[src/core/prio_fields_cfg.svh]
`ifndef PRIO_FIELDS_CFG_SVH
`define PRIO_FIELDS_CFG_SVH

// ----------------------------------------------------------------------
// Sizes
// ----------------------------------------------------------------------
`define PRIO_NUM_REGS 8
`define PRIO_NUM_SRC 14
`define PRIO_IDX_MISS 4'h8

// ----------------------------------------------------------------------
// Register byte addresses on the APB bus
// ----------------------------------------------------------------------
`define OFF_ADC_TX 8'h0c
`define OFF_CHG_BUS 8'h10
`define OFF_EXT_ONE 8'h14
`define OFF_EXT_TWO 8'h1c
`define OFF_CAPTURE 8'h24
`define OFF_MODULATOR 8'h38
`define OFF_FAULT_CAL 8'h3c
`define OFF_ERR_FLTB 8'h40

// ----------------------------------------------------------------------
// Register slots in the storage array
// ----------------------------------------------------------------------
`define IDX_ADC_TX 0
`define IDX_CHG_BUS 1
`define IDX_EXT_ONE 2
`define IDX_EXT_TWO 3
`define IDX_CAPTURE 4
`define IDX_MODULATOR 5
`define IDX_FAULT_CAL 6
`define IDX_ERR_FLTB 7

// ----------------------------------------------------------------------
// Implemented bit masks per register
// ----------------------------------------------------------------------
`define MASK_ADC_TX 16'h0077
`define MASK_CHG_BUS 16'h7777
`define MASK_EXT_ONE 16'h0007
`define MASK_EXT_TWO 16'h0070
`define MASK_CAPTURE 16'h0070
`define MASK_MODULATOR 16'h0070
`define MASK_FAULT_CAL 16'h7700
`define MASK_ERR_FLTB 16'h0077

// ----------------------------------------------------------------------
// Reset values per register
// ----------------------------------------------------------------------
`define RST_ADC_TX 16'h0044
`define RST_CHG_BUS 16'h4444
`define RST_EXT_ONE 16'h0004
`define RST_EXT_TWO 16'h0040
`define RST_CAPTURE 16'h0040
`define RST_MODULATOR 16'h0040
`define RST_FAULT_CAL 16'h4400
`define RST_ERR_FLTB 16'h0040

// ----------------------------------------------------------------------
// Field low bit positions
// ----------------------------------------------------------------------
`define POS_HIGH 12
`define POS_UPPER 8
`define POS_MID 4
`define POS_LOW 0

// ----------------------------------------------------------------------
// Priority level codes
// ----------------------------------------------------------------------
`define PRIO_DISABLED 3'h0
`define PRIO_LOWEST 3'h1
`define PRIO_RESET_LEVEL 3'h4
`define PRIO_HIGHEST 3'h7

`endif

[src/core/prio_fields_pkg.sv]
package prio_fields_pkg;

   // A priority code and one stored register word.
   typedef logic [2:0] prio_t;
   typedef logic [15:0] word_t;
   typedef logic [3:0] slot_t;

   // Interrupt sources in the order of the source vectors.
   typedef enum {
      SRC_CONV_DONE,
      SRC_SERIAL_TX,
      SRC_PIN_CHANGE,
      SRC_COMPARATOR,
      SRC_TWOWIRE_MASTER,
      SRC_TWOWIRE_SLAVE,
      SRC_EXT_PIN_ONE,
      SRC_EXT_PIN_TWO,
      SRC_CAPTURE_THREE,
      SRC_MODULATOR_EVENT,
      SRC_FAULT_A,
      SRC_CALENDAR,
      SRC_SERIAL_ERROR,
      SRC_FAULT_B
   } src_e;

endpackage : prio_fields_pkg

[src/core/prio_word_reg.sv]
`timescale 1ns/1ps
`include "prio_fields_cfg.svh"

module prio_word_reg
   import prio_fields_pkg::*;
#(
   parameter word_t MASK = 16'hffff,
   parameter word_t RESET_VALUE = 16'h0000
) (
   input wire logic clock,
   input wire logic rst,
   input wire logic wrEn,
   input wire logic [1:0] byteEn,
   input wire word_t wrData,
   output word_t word
);

   word_t word_reg;
   word_t word_next;
   word_t laneMask;

   // ----------------------------------------------------------------------
   // Masked byte-lane update
   // ----------------------------------------------------------------------

   // Only implemented bits are ever stored, so unused bits read back zero.
   always_comb begin
      laneMask = {{8{byteEn[1]}}, {8{byteEn[0]}}} & MASK;
      word_next = word_reg;
      if (wrEn) begin
         word_next = (word_reg & ~laneMask) | (wrData & laneMask);
      end
   end

   // Power-on value loads from the per-field reset marks.
   always_ff @(posedge clock) begin
      if (rst) begin
         word_reg <= RESET_VALUE;
      end else begin
         word_reg <= word_next;
      end
   end

   assign word = word_reg;

   a_unused_bits_zero: assert property (@(posedge clock) disable iff (rst)
      (word_reg & ~MASK) == 16'h0000)
      else $error("Unused bit of a priority word is set.");

endmodule : prio_word_reg

[src/core/interrupt_priority_fields.sv]
// Overview of operation
// - Field value is the priority level
// - Level zero blocks its source entirely
// - Unused bits read zero, ignore writes
// - Reset loads level four, except fault B
// - Converter bits 6-4, transmit bits 2-0
// - Change, comparator, two-wire master and slave
// - External pin one in bits 2-0
// - External pin two in bits 6-4
// - Capture channel three in bits 6-4
// - Modulator event in bits 6-4
// - Fault A 14-12, calendar 10-8
// - Receive error 6-4, fault B 2-0
`timescale 1ns/1ps
`include "prio_fields_cfg.svh"

module interrupt_priority_fields
   import prio_fields_pkg::*;
(
   input wire logic clock,
   input wire logic rst,
   input wire logic psel,
   input wire logic penable,
   input wire logic pwrite,
   input wire logic [7:0] paddr,
   input wire logic [31:0] pwdata,
   input wire logic [3:0] pstrb,
   output logic [31:0] prdata,
   output logic pready,
   output logic pslverr,
   input wire logic [13:0] reqIn,
   output logic [13:0] reqQualified,
   output logic [13:0] srcEnabled,
   output prio_t conv_done_priority,
   output prio_t serial_tx_priority,
   output prio_t pin_change_priority,
   output prio_t comparator_priority,
   output prio_t twowire_master_priority,
   output prio_t twowire_slave_priority,
   output prio_t ext_pin_one_priority,
   output prio_t ext_pin_two_priority,
   output prio_t capture_three_priority,
   output prio_t modulator_event_priority,
   output prio_t fault_a_priority,
   output prio_t calendar_priority,
   output prio_t serial_error_priority,
   output prio_t fault_b_priority
);

   // ----------------------------------------------------------------------
   // Register map tables
   // ----------------------------------------------------------------------

   localparam word_t MASKS [`PRIO_NUM_REGS] = '{
      `MASK_ADC_TX, `MASK_CHG_BUS, `MASK_EXT_ONE, `MASK_EXT_TWO,
      `MASK_CAPTURE, `MASK_MODULATOR, `MASK_FAULT_CAL, `MASK_ERR_FLTB};
   localparam word_t RESETS [`PRIO_NUM_REGS] = '{
      `RST_ADC_TX, `RST_CHG_BUS, `RST_EXT_ONE, `RST_EXT_TWO,
      `RST_CAPTURE, `RST_MODULATOR, `RST_FAULT_CAL, `RST_ERR_FLTB};

   // Maps a bus address onto a storage slot, or the miss code.
   function automatic slot_t addrSlot(input logic [7:0] addr);
      slot_t slot;
      case (addr)
         `OFF_ADC_TX: slot = 4'(`IDX_ADC_TX);
         `OFF_CHG_BUS: slot = 4'(`IDX_CHG_BUS);
         `OFF_EXT_ONE: slot = 4'(`IDX_EXT_ONE);
         `OFF_EXT_TWO: slot = 4'(`IDX_EXT_TWO);
         `OFF_CAPTURE: slot = 4'(`IDX_CAPTURE);
         `OFF_MODULATOR: slot = 4'(`IDX_MODULATOR);
         `OFF_FAULT_CAL: slot = 4'(`IDX_FAULT_CAL);
         `OFF_ERR_FLTB: slot = 4'(`IDX_ERR_FLTB);
         default: slot = `PRIO_IDX_MISS;
      endcase
      return slot;
   endfunction : addrSlot

   // ----------------------------------------------------------------------
   // APB decode
   // ----------------------------------------------------------------------

   slot_t accessSlot;
   slot_t setupSlot;
   logic accessHit;
   logic wrFire;
   word_t words [`PRIO_NUM_REGS];
   logic [31:0] rdData_reg;
   logic [31:0] rdData_next;

   // The slave never inserts wait states, so every access phase is its last.
   always_comb begin
      accessSlot = addrSlot(paddr);
      setupSlot = addrSlot(paddr);
      accessHit = (accessSlot != `PRIO_IDX_MISS);
      wrFire = psel && penable && pwrite && accessHit;
   end

   assign pready = 1'b1;
   assign pslverr = psel && penable && !accessHit;

   // ----------------------------------------------------------------------
   // Storage words
   // ----------------------------------------------------------------------

   // Upper byte lanes of the 32-bit bus have no storage behind them.
   generate
      for (genvar r = 0; r < `PRIO_NUM_REGS; r++) begin : g_word
         prio_word_reg #(
            .MASK(MASKS[r]),
            .RESET_VALUE(RESETS[r])
         ) u_word (
            .clock(clock),
            .rst(rst),
            .wrEn(wrFire && (accessSlot == 4'(r))),
            .byteEn(pstrb[1:0]),
            .wrData(pwdata[15:0]),
            .word(words[r])
         );
      end
   endgenerate

   // ----------------------------------------------------------------------
   // Read data path
   // ----------------------------------------------------------------------

   // Read data is captured in the setup phase so that prdata is a flop
   // output by the access phase; an unmapped read returns zero.
   always_comb begin
      rdData_next = rdData_reg;
      if (psel && !penable && !pwrite) begin
         rdData_next = 32'h0000_0000;
         if (setupSlot != `PRIO_IDX_MISS) begin
            rdData_next = {16'h0000, words[setupSlot[2:0]]};
         end
      end
   end

   always_ff @(posedge clock) begin
      if (rst) begin
         rdData_reg <= 32'h0000_0000;
      end else begin
         rdData_reg <= rdData_next;
      end
   end

   assign prdata = rdData_reg;

   // ----------------------------------------------------------------------
   // Priority fields to arbitration
   // ----------------------------------------------------------------------

   // Fields are wired straight from the stored words so they are always live.
   assign conv_done_priority = words[`IDX_ADC_TX][`POS_MID +: 3];
   assign serial_tx_priority = words[`IDX_ADC_TX][`POS_LOW +: 3];
   assign pin_change_priority = words[`IDX_CHG_BUS][`POS_HIGH +: 3];
   assign comparator_priority = words[`IDX_CHG_BUS][`POS_UPPER +: 3];
   assign twowire_master_priority = words[`IDX_CHG_BUS][`POS_MID +: 3];
   assign twowire_slave_priority = words[`IDX_CHG_BUS][`POS_LOW +: 3];
   assign ext_pin_one_priority = words[`IDX_EXT_ONE][`POS_LOW +: 3];
   assign ext_pin_two_priority = words[`IDX_EXT_TWO][`POS_MID +: 3];
   assign capture_three_priority = words[`IDX_CAPTURE][`POS_MID +: 3];
   assign modulator_event_priority = words[`IDX_MODULATOR][`POS_MID +: 3];
   assign fault_a_priority = words[`IDX_FAULT_CAL][`POS_HIGH +: 3];
   assign calendar_priority = words[`IDX_FAULT_CAL][`POS_UPPER +: 3];
   assign serial_error_priority = words[`IDX_ERR_FLTB][`POS_MID +: 3];
   assign fault_b_priority = words[`IDX_ERR_FLTB][`POS_LOW +: 3];

   prio_t prioAll [`PRIO_NUM_SRC];

   // Collects the fields in source order for the gating loop.
   always_comb begin
      prioAll[SRC_CONV_DONE] = conv_done_priority;
      prioAll[SRC_SERIAL_TX] = serial_tx_priority;
      prioAll[SRC_PIN_CHANGE] = pin_change_priority;
      prioAll[SRC_COMPARATOR] = comparator_priority;
      prioAll[SRC_TWOWIRE_MASTER] = twowire_master_priority;
      prioAll[SRC_TWOWIRE_SLAVE] = twowire_slave_priority;
      prioAll[SRC_EXT_PIN_ONE] = ext_pin_one_priority;
      prioAll[SRC_EXT_PIN_TWO] = ext_pin_two_priority;
      prioAll[SRC_CAPTURE_THREE] = capture_three_priority;
      prioAll[SRC_MODULATOR_EVENT] = modulator_event_priority;
      prioAll[SRC_FAULT_A] = fault_a_priority;
      prioAll[SRC_CALENDAR] = calendar_priority;
      prioAll[SRC_SERIAL_ERROR] = serial_error_priority;
      prioAll[SRC_FAULT_B] = fault_b_priority;
   end

   // A zero level removes the request before arbitration ever sees it,
   // whatever the enable and flag logic upstream says. Kept combinational
   // so a request costs no extra cycle of latency.
   generate
      for (genvar s = 0; s < `PRIO_NUM_SRC; s++) begin : g_gate
         assign srcEnabled[s] = (prioAll[s] != `PRIO_DISABLED);
         assign reqQualified[s] = reqIn[s] && srcEnabled[s];
      end
   endgenerate

   // ----------------------------------------------------------------------
   // Assertions
   // ----------------------------------------------------------------------

   logic wrBothLanes;
   assign wrBothLanes = wrFire && (pstrb[1:0] == 2'b11);

   // Arbitration side: a nonzero fault A level passes its request, a zero level never does.
   a_level_reaches_arb: assert property (@(posedge clock) disable iff (rst)
      (fault_a_priority >= `PRIO_LOWEST && reqIn[SRC_FAULT_A])
         |-> reqQualified[SRC_FAULT_A])
      else $error("Enabled source request did not pass to arbitration.");

   a_zero_blocks_req: assert property (@(posedge clock) disable iff (rst)
      (reqQualified & ~srcEnabled) == 14'h0000)
      else $error("A disabled source reached arbitration.");

   // Bus side: unused bits, unmapped slots and idle strobe lanes change nothing.
   a_reserved_read_zero: assert property (@(posedge clock) disable iff (rst)
      (psel && penable && !pwrite) |-> prdata[31:15] == 17'h00000)
      else $error("Read data has an unused upper bit set.");

   a_unmapped_write_ignored: assert property (@(posedge clock) disable iff (rst)
      (psel && penable && pwrite && !accessHit) |=>
         ($stable(conv_done_priority) && $stable(fault_b_priority)))
      else $error("Write to an unmapped address changed a field.");

   a_low_lane_gated: assert property (@(posedge clock) disable iff (rst)
      (wrFire && !pstrb[0]) |=>
         ($stable(serial_tx_priority) && $stable(ext_pin_two_priority)))
      else $error("Low byte field changed without its strobe.");

   a_high_lane_gated: assert property (@(posedge clock) disable iff (rst)
      (wrFire && !pstrb[1]) |=>
         ($stable(pin_change_priority) && $stable(calendar_priority)))
      else $error("High byte field changed without its strobe.");

   // Reset and placement: each write lands in its own bits one cycle later.
   a_reset_levels: assert property (@(posedge clock) disable iff (rst)
      $past(rst) |-> (conv_done_priority == `PRIO_RESET_LEVEL
         && calendar_priority == `PRIO_RESET_LEVEL
         && fault_b_priority == `PRIO_DISABLED))
      else $error("Priority fields wrong after reset.");

   a_adc_tx_write: assert property (@(posedge clock) disable iff (rst)
      (wrBothLanes && paddr == `OFF_ADC_TX) |=>
         (conv_done_priority == $past(pwdata[6:4])
         && serial_tx_priority == $past(pwdata[2:0])))
      else $error("Converter or transmit field not updated by write.");

   a_chg_bus_write: assert property (@(posedge clock) disable iff (rst)
      (wrBothLanes && paddr == `OFF_CHG_BUS) |=>
         (pin_change_priority == $past(pwdata[14:12])
         && comparator_priority == $past(pwdata[10:8])
         && twowire_master_priority == $past(pwdata[6:4])
         && twowire_slave_priority == $past(pwdata[2:0])))
      else $error("Change or two-wire field not updated by write.");

   a_ext_one_write: assert property (@(posedge clock) disable iff (rst)
      (wrBothLanes && paddr == `OFF_EXT_ONE) |=>
         ext_pin_one_priority == $past(pwdata[2:0]))
      else $error("External pin one field not updated by write.");

   a_ext_two_write: assert property (@(posedge clock) disable iff (rst)
      (wrBothLanes && paddr == `OFF_EXT_TWO) |=>
         ext_pin_two_priority == $past(pwdata[6:4]))
      else $error("External pin two field not updated by write.");

   a_capture_write: assert property (@(posedge clock) disable iff (rst)
      (wrBothLanes && paddr == `OFF_CAPTURE) |=>
         capture_three_priority == $past(pwdata[6:4]))
      else $error("Capture field not updated by write.");

   a_modulator_write: assert property (@(posedge clock) disable iff (rst)
      (wrBothLanes && paddr == `OFF_MODULATOR) |=>
         modulator_event_priority == $past(pwdata[6:4]))
      else $error("Modulator field not updated by write.");

   a_fault_cal_write: assert property (@(posedge clock) disable iff (rst)
      (wrBothLanes && paddr == `OFF_FAULT_CAL) |=>
         (fault_a_priority == $past(pwdata[14:12])
         && calendar_priority == $past(pwdata[10:8])))
      else $error("Fault A or calendar field not updated by write.");

   a_err_fltb_write: assert property (@(posedge clock) disable iff (rst)
      (wrBothLanes && paddr == `OFF_ERR_FLTB) |=>
         (serial_error_priority == $past(pwdata[6:4])
         && fault_b_priority == $past(pwdata[2:0])))
      else $error("Receive error or fault B field not updated by write.");

   // Timing toward arbitration: a new level counts from the next cycle only.
   a_write_gates_next: assert property (@(posedge clock) disable iff (rst)
      (wrBothLanes && paddr == `OFF_ERR_FLTB && pwdata[2:0] == 3'h0
         && reqIn[SRC_FAULT_B]) |=> (reqIn[SRC_FAULT_B]
         |-> !reqQualified[SRC_FAULT_B]))
      else $error("Zero level write did not gate the next cycle.");

   a_idle_no_change: assert property (@(posedge clock) disable iff (rst)
      !wrFire |=> $stable(conv_done_priority) && $stable(fault_a_priority))
      else $error("Priority field changed without a write.");

   // Main scenarios; a read may follow a write at once or after an idle cycle.
   c_write_hit: cover property (@(posedge clock) disable iff (rst)
      wrBothLanes ##[1:2] psel && !penable && !pwrite);
   c_unmapped_access: cover property (@(posedge clock) disable iff (rst)
      pslverr);
   c_source_blocked: cover property (@(posedge clock) disable iff (rst)
      reqIn[SRC_CONV_DONE] && !srcEnabled[SRC_CONV_DONE]);
   c_top_level_request: cover property (@(posedge clock) disable iff (rst)
      reqQualified[SRC_FAULT_A] && fault_a_priority == `PRIO_HIGHEST);

endmodule : interrupt_priority_fields

[config.mk]
export PLATFORM = sky130hd
export DESIGN_NAME = interrupt_priority_fields
export DESIGN_NICKNAME = d
export VERILOG_FILES = /design/src/core/prio_fields_pkg.sv /design/src/core/prio_word_reg.sv /design/src/core/interrupt_priority_fields.sv
export VERILOG_INCLUDE_DIRS = /design/src /design/src/core
export SDC_FILE = /design/constraint.sdc
export NUM_CORES = 1
export LEC_CHECK = 0
export ABC_AREA = 1
export BUFFER_PORTS_ARGS = -buffer_cell sky130_fd_sc_hd__buf_2
export CAP_MARGIN = 20
export CORE_AREA = 2 2 113 115
export CTS_BUF_LIST = sky130_fd_sc_hd__clkbuf_16
export DETAILED_ROUTE_END_ITERATION = 12
export DIE_AREA = 0 0 115 117
export PLACE_DENSITY = 0.71
export SETUP_SLACK_MARGIN = 0.15
export SYNTH_ARGS = -nofsm -noshare
export SYNTH_HDL_FRONTEND = slang
export SYNTH_HIERARCHICAL = 1
export SYNTH_SLANG_ARGS = --single-unit
[constraint.sdc]
create_clock -name clock -period 3.9 [get_ports clock]
set_input_delay 0.585 -clock clock [delete_from_list [all_inputs] [get_ports clock]]
set_output_delay 0.585 -clock clock [all_outputs]
set_load 0.05 [all_outputs]
==> reports/metrics.csv, run 1 <==
metric,value,unit
outcome,"finished, final reports clean",
power.switching,461,uW
viasPerCell,4.36,
placed_cells,1187,
switching_share,30.0,%
cts_tree,done,
clock.fmax,392,MHz
grt_pass1_wl,21.4,mm
synthCells,950,
place_congestion,0.828,
clk_pin_slew_worst_paths,50,ps
powerDensity,260,nW/um2
ant_nets,0,
stdcell_area,5910,um2
clk_path_buf_depth,2,
period_needed,2550,ps
setup_viol,0,
synth_largest_area_cell,nand2_1,
core,12300,um2
nets,1111,
stdcell_count,1203,
slowest_stage,nor2_1,
numCtsBuffers,9,
rsz0062_at_grt,false,
drc,0,
num_vias,5245,
maxCapViolations,0,
antenna_found_initial,0,
cp_common_cell,nor2_1,
gr-usage-all-layers,19.9,%
port-buffer-count,127,
hold_path.class,flip-flop to flip-flop,
clock_latency,330,ps
synth_cell_types,28,
skew,5.98,ps
dr.pass1.iters,4,
drive_above_1_share,17.5,%
die_h,117,um
relSlewSlack,55.6,%
cts_resized,0,
synth-main-ff-cell,dfxtp_1,
criticalPathCategory,primary input to flip-flop,
syn-cell-area,5430,um2
final_hold_viol_count,0,
ys_seq_area_share,21.4,%
numClockSinks,58,
die_w,115,um
worst_pin_slew,664,ps
final_max_slew_viol_count,0,
critPathMaxFanout,17,
netlist.area_leader.share,24.4,%
grt_overflow,0,
n_antenna_cell,0,
post_cts_buffers,0,
io_pins,167,
p_seq_share,38.6,%
synth_common_cells,"nand2_1, inv_1, buf_4, nand3_1, nor2_1",
clk_root_buffer_cell,clkbuf_16,
yosys_warnings,6,
drt-total-wl,13.1,mm
place_hpwl,9.38,mm
comb_power_share,14.6,%
wire_per_inst,10.9,um
areaGrowthSynthToFinish,8.85,%
ys_ff_latch,58,
synth_area_leaders,"nand2_1, dfxtp_1, buf_4, inv_1, nand3_1",
p_leak,3.31,nW
dieArea,13500,um2
synthMostInstantiatedCell,nand2_1,
total_power,1.54,mW
start_util,44.1,%
hold_buffers,0,
async_reset_ff_share,0,%
crit_path_end_kind,flip-flop,
drt_iter0_markers,344,
path_cells,"buf_2, nor2_1, nand2_2, nor2_2, nor2_4, nand3_2, inv_4, nand3_1, nor2_1, nand2_4, nor2_1, nor2_1",
grt_pass1_vias,4511,
period_share,65.5,%
grt_max_degree,64,
p_clk_share,46.8,%
core.rowCount,41,
worstPathArrival,2780,ps
setup-tns-final,0,ps
critPathRequiredTime,4120,ps
p_int,1.08,mW
h-tree-depth,3,
startpoint_type,primary input,
max_stage_delay,560,ps
synth_edf_count,0,
peakVddDrop,142,uV
syn_avg_cell_area,5.72,um2
placed_area,5650,um2
## layout by cell type, fill, tap and decap left out
master and n:
buf_2 127, nor2_1 74, inv_2 12, nand4_1 3
nor3_1 2, nand3b_1 35, inv_4 1, dfxtp_1 58
nand2_4 5, buf_4 6, nor2_4 5, nor2_2 4
conb_1 103, nand2_2 7, nor2_8 1, nand3_2 1
clkinv_1 5, nand3_1 87, and2_1 12, clkinvlp_4 2
nor4_1 1, nor3_2 1, clkinv_2 3, nand2_1 353
inv_1 118, a21oi_1 16, a21boi_0 2, clkbuf_16 9
## power groups by stage
stage          clock [mW]  sequential (mW)  combinational [mW]
3_3_place_gp            0            0.606               0.221
4_1_cts             0.734            0.593               0.223
5_1_grt             0.753            0.593               0.254
6_report            0.720            0.593               0.225
3_5_place_dp            0            0.606               0.222
2_1_floorplan           0            0.608               0.241
## final cells by class
type,instances,area (um2)
Clock buffer,9,225
Clock inverter,7,37.5
Fill cell,1344,6400
Inverter,134,505
Multi-Input combinational cell,712,3110
Sequential cell,58,1160
Tap cell,150,188
Timing Repair Buffer,133,681
## stage by stage
| step | hold slack, ps | worst slack (ps) | utilization [%] |
|---|---|---|---|
| floorplan | 690 | 437 | - |
| global placement | 451 | 1040 | 45.9 |
| detailed placement | 454 | 992 | 45.9 |
| CTS | 463 | 1340 | 48.0 |
| global route | 482 | 1050 | 48.0 |
| finish | 460 | 1350 | 48.0 |
## final timing paths
| kind | from | depth (start not counted) | slack, ps | to |
|---|---|---|---|---|
| setup / recovery | paddr[3] | 12 | 1350 | flip-flop |
| hold reg to reg | prdata[6] | 2 | 460 | prdata[6] |
| setup reg to reg | flip-flop | 8 | 2740 | prdata[4] |
| hold / removal | prdata[6] | 2 | 460 | prdata[6] |
## metal layers
layer,GRT usage (%),vias to the layer above,wire length (um),part of all wire (%)
li1,-,2830,-,-
met1,27.5,2266,6540,50
met2,31.6,142,5610,43
met3,4.63,7,831,6.3
met4,4.82,0,100,0.76
met5,0,-,0,0
## cells by family (layout without fill, tap and decap cells)
group / count (synthesis) / after routing / synth area share (%)
simple gates: 591 / 591 / 48.5
flops: 58 / 58 / 21.4
buf+inv: 273 / 283 / 27.7
compound gates: 18 / 18 / 1.75
other cells: 10 / 103 / 0.691
## critical path, delay by kind of cell
kind	cells	cell delay (ps)
buffers and inverters	2	370
AND/OR/NAND/NOR	10	1820
Note: power is estimated with default switching activity, not from simulation.
==> run 2, diff against run 1 <==
Clock period 3.9 ns to 2.42 ns, I/O delays scaled along.
==> run 2 against run 1 <==
Core utilization increased by 1.0 points. Non-clock buffer count increased by 9. Global-route usage about the same. Design area increased by 2.2%. Power increased by 68%. Critical path depth decreased by 3. Register-to-register slack got worse by 1500 ps. Sequential share of layout area decreased by 0.42 points. Clock power increased by 74%. Setup slack got worse by 1000 ps.
==> reports/metrics.csv, run 2 (synthesis results as in run 1) <==
metric,value,unit
placed_area,5760,um2
dieArea,13500,um2
final_max_slew_viol_count,0,
port-buffer-count,127,
multi_input_area,3130,um2
p_leak,3.38,nW
core,12300,um2
outcome,"finished, final reports clean",
setup_viol,0,
worst_pin_slew,544,ps
critPathRequiredTime,2060,ps
place_hpwl,9.58,mm
placed_cells,1196,
stdcell_area,6040,um2
seqCellArea,1160,um2
hold_depth,3,
r2r_end,prdata[14],
cts_tree,done,
numClockSinks,58,
worst_slack,320,ps
stdcell_count,1211,
die_w,115,um
grt_max_degree,64,
viasPerCell,4.37,
post_cts_buffers,0,
startpoint_type,primary input,
crit_path_end_kind,output pin,
hold_path.class,primary input to flip-flop,
powerDensity,427,nW/um2
setup-tns-final,0,ps
hold_slack,273,ps
final_cell_mix,"nand2_1, buf_2, inv_1",
num_vias,5287,
core.rowCount,41,
n_antenna_cell,0,
final_hold_viol_count,0,
pre_cts_ws,134,ps
period_needed,2100,ps
grt_overflow,0,
drc,0,
grt_pass1_wl,21.5,mm
fillers,1317,
place_congestion,0.816,
period_share,86.8,%
drive_above_1_share,18.4,%
relSlewSlack,63.7,%
worstRegToRegCells,6,
drt_iter0_markers,332,
hold_buffers,0,
numCtsBuffers,9,
gr-usage-all-layers,20.0,%
drt-total-wl,13.0,mm
antenna_found_initial,0,
clk_path_buf_depth,2,
areaGrowthSynthToFinish,11.2,%
nets,1120,
critPathMaxFanout,8,
start_util,44.1,%
maxCapViolations,0,
mostFrequentLayoutCell,nand2_1,
skew,8.18,ps
criticalPathCategory,primary input to output pin,
worstPathArrival,1740,ps
io_pins,167,
ant_nets,0,
grt_pass1_vias,4512,
clock_latency,330,ps
rsz0062_at_grt,false,
total_power,2.58,mW
h-tree-depth,3,
die_h,117,um
dr.pass1.iters,5,
hold_start,pwdata[9],
cts_resized,0,
clk_pin_slew_worst_paths,50,ps
wire_per_inst,10.7,um
clk_root_buffer_cell,clkbuf_16,
final_util,49.1,%
clock.fmax,476,MHz
peakVddDrop,224,uV
r2r_slack,1270,ps
==> run 2: cell count changes in the layout (fill, tap and decap cells not counted), sizes merged <==
cell / previous run / this run
inv: 131 / 130
bufinv: 0 / 1
buf: 133 / 142
clkinvlp: 2 / 0
clkinv: 8 / 9
==> run 2: how the worst max path moves through the flow <==
stage / startpoint / endpoint / slack, ps
after floorplan: paddr[3] / pslverr / 310
after global placement: paddr[3] / flip-flop / 150
after detailed placement: paddr[3] / flip-flop / 130
after CTS: paddr[3] / pslverr / 300
after global routing: paddr[3] / pslverr / 210
final: paddr[3] / pslverr / 320
==> run 2: final cells by class <==
class / instances / area share [%]
Sequential cell: 58 / 19.2
Multi-Input combinational cell: 712 / 51.8
Clock buffer: 9 / 3.73
Inverter: 134 / 8.37
Clock inverter: 6 / 0.973
Timing Repair Buffer: 142 / 12.8
Tap cell: 150 / 3.11
==> run 2: per-layer routing <==
| layer | routed length, um | up-vias | global-route usage [%] |
|---|---|---|---|
| li1 | - | 2849 | - |
| met1 | 6500 | 2243 | 29.1 |
| met2 | 5430 | 178 | 29.6 |
| met3 | 834 | 17 | 3.71 |
| met4 | 212 | 0 | 6.43 |
| met5 | 0 | - | 0 |
==> run 2: worst max-delay path, stage by stage <==
cell,delay [ps]
buf_2,110
nor2_1,60
nand2_2,100
nor2_2,70
nor2_4,180
nand3_2,200
buf_4,240
nor4_4,120
buf_2,300
==> run 2: power breakdown <==
group	switching (mW)	total (mW)	leakage (nW)	internal [mW]
Sequential	0.000528	0.957	0.467	0.956
Clock	0.470	1.25	0.145	0.784
Combinational	0.260	0.367	2.77	0.107
Total	0.731	2.58	3.38	1.85
==> run 3, diff against run 2 <==
Settings changed: ABC_AREA 1 to default, CELL_PAD_IN_SITES_DETAIL_PLACEMENT from default to 2, CELL_PAD_IN_SITES_GLOBAL_PLACEMENT from default to 2, CORE_AREA 2 2 113 115 to 2 2 131 133, DIE_AREA 0 0 115 117 to 0 0 133 135, PLACE_DENSITY 0.71 to default, PLACE_DENSITY_LB_ADDON from default to 0.1.
==> run 3 against run 2 <==
Clock skew down 1.5 ps. Cell count down 22%. First-iteration DRC count down 40%. Flip-flop and latch count unchanged. Design area down 4.8%. Critical path type unchanged. Via count down 13%. Non-clock buffer count up 39. Critical path depth down 2. Area after synthesis down 13%. Setup slack worse by 47 ps. Sequential share of layout area up 0.96 points. Clock power about the same.
==> reports/metrics.csv, run 3 <==
metric,value,unit
drive_above_1_share,34.2,%
synthCells,573,
synth_edf_count,0,
netlist.area_leader.share,24.5,%
final_cell_mix,"buf_2, conb_1, dfxtp_1",
criticalPathCategory,primary input to output pin,
die_h,135,um
areaGrowthSynthToFinish,21.3,%
viasPerCell,4.85,
cp_common_cell,buf_2,
period_needed,2150,ps
synthMostInstantiatedCell,buf_4,
post_cts_buffers,0,
place_congestion,0.781,
clk_path_buf_depth,2,
drt-total-wl,17.5,mm
peakVddDrop,316,uV
p_leak,2.51,nW
maxCapViolations,0,
period_share,88.7,%
crit_family,compound AO/OA/AOI/OAI gates,
path_cells,"buf_2, buf_4, and2_1, a211oi_1, o32ai_1, a21oi_2, buf_2",
synth_common_cells,"buf_4, dfxtp_1, a21oi_1, nand3_1, mux2i_1",
hold_path.class,primary input to flip-flop,
clock_latency,340,ps
clk_root_buffer_cell,clkbuf_16,
rsz0062_at_grt,false,
startpoint_type,primary input,
powerDensity,464,nW/um2
nets,784,
numClockSinks,58,
worstRegToRegCells,6,
drt_iter0_markers,200,
port-buffer-count,127,
setup-tns-final,0,ps
drc,0,
relSlewSlack,30.0,%
max_stage_delay,340,ps
clk_pin_slew_worst_paths,60,ps
synth_largest_area_cell,dfxtp_1,
grt_max_degree,37,
grt_pass1_vias,4934,
synth_cell_types,58,
final_max_slew_viol_count,0,
clock.fmax,466,MHz
dieArea,18000,um2
wire_per_inst,18.5,um
start_util,28.9,%
num_vias,4591,
synth-main-ff-cell,dfxtp_1,
setup_viol,0,
critPathRequiredTime,2060,ps
critPathMaxFanout,12,
place_hpwl,13.9,mm
h-tree-depth,3,
hold_slack,293,ps
final_hold_viol_count,0,
crit_path_end_kind,output pin,
numCtsBuffers,9,
outcome,"finished, final reports clean",
crit_cells,7,
syn-cell-area,4740,um2
critPathBufInv,3,
yosys_warnings,6,
cts_resized,0,
ys_ff_latch,58,
grt_pass1_wl,27.6,mm
ys_seq_area_share,24.5,%
die_w,133,um
worst_pin_slew,1050,ps
cts_tree,done,
hold_depth,3,
worstPathArrival,1780,ps
mostFrequentLayoutCell,buf_2,
slowest_stage,a211oi_1,
gr-usage-all-layers,19.9,%
antenna_found_initial,0,
n_antenna_cell,0,
io_pins,167,
async_reset_ff_share,0,%
skew,6.68,ps
core.rowCount,47,
hold_buffers,0,
grt_overflow,0,
syn_avg_cell_area,8.28,um2
synth_area_leaders,"dfxtp_1, buf_4, mux2i_1, a21bo_2, a21oi_1",
core,16400,um2
ant_nets,0,
dr.pass1.iters,4,
run 3: cell types whose count changed after synthesis, moves of 26 or more:
cell,before,now
a21bo_2,0,26
nand3_1,87,32
nand2_1,353,24
nand3b_1,35,0
inv_1,117,12
mux2i_1,0,29
nor2_1,74,13
run 3: final timing paths:
| kind | from | slack (ps) | to |
|---|---|---|---|
| worst min-delay path | pwdata[9] | 290 | flip-flop |
| worst max-delay path | paddr[2] | 270 | pslverr |
| worst max register to register | flip-flop | 730 | prdata[14] |
| worst min register to register | prdata[13] | 450 | prdata[13] |
run 3: power by group:
group	internal (mW)	total (mW)	switching (mW)
registers	0.956	0.957	0.000535
logic	0.144	0.459	0.315
clock network	0.783	1.25	0.471
total	1.88	2.67	0.787
run 3: tightest hold or removal path, cell delays in order:
cell	delay, ps
buf_2	110
nand3_1	60
a21oi_1	50
run 3: cell type report:
| cell class | instances | area (um2) |
|---|---|---|
| well taps | 220 | 275 |
| fillers | 1945 | 10700 |
| clock buffers | 9 | 225 |
| repair buffers | 181 | 1040 |
| multi-input cells | 459 | 2940 |
| inverters | 12 | 45.0 |
| flip-flops and latches | 58 | 1160 |
| clock inverters | 7 | 61.3 |
run 3: metal layers:
layer  share of wire, %  wire (um)  track usage (%)
met1                 45       7900             25.4
met2                 51       8880             35.5
met3                3.2        559             3.30
met4               0.80        140             4.00
met5                  0          0                0
run 3: logic make-up (layout without fill, tap and decap cells):
group                  Yosys count  in the layout  share of synthesized area [%]
buffers and inverters          149            209                           21.7
XOR/XNOR                         1              1                          0.185
AND/OR/NAND/NOR                151            151                           17.4
other                           10            103                          0.791
AO/OA/AOI/OAI                  168            168                           27.7
flip-flops                      58             58                           24.5
multiplexers                    36             36                           7.78
run 3: through the flow:
step	power, mW	cell area, um2	worst slack, ps	utilization (%)	cells
detailed placement	1.43	5470	19.2	33.3	930
finish	2.67	5750	273	35.1	946
global route	2.79	5750	180	35.1	946
CTS	2.71	5750	264	35.1	946
global placement	1.42	5470	21.2	33.3	930
floorplan	1.39	5140	13.9	-	666
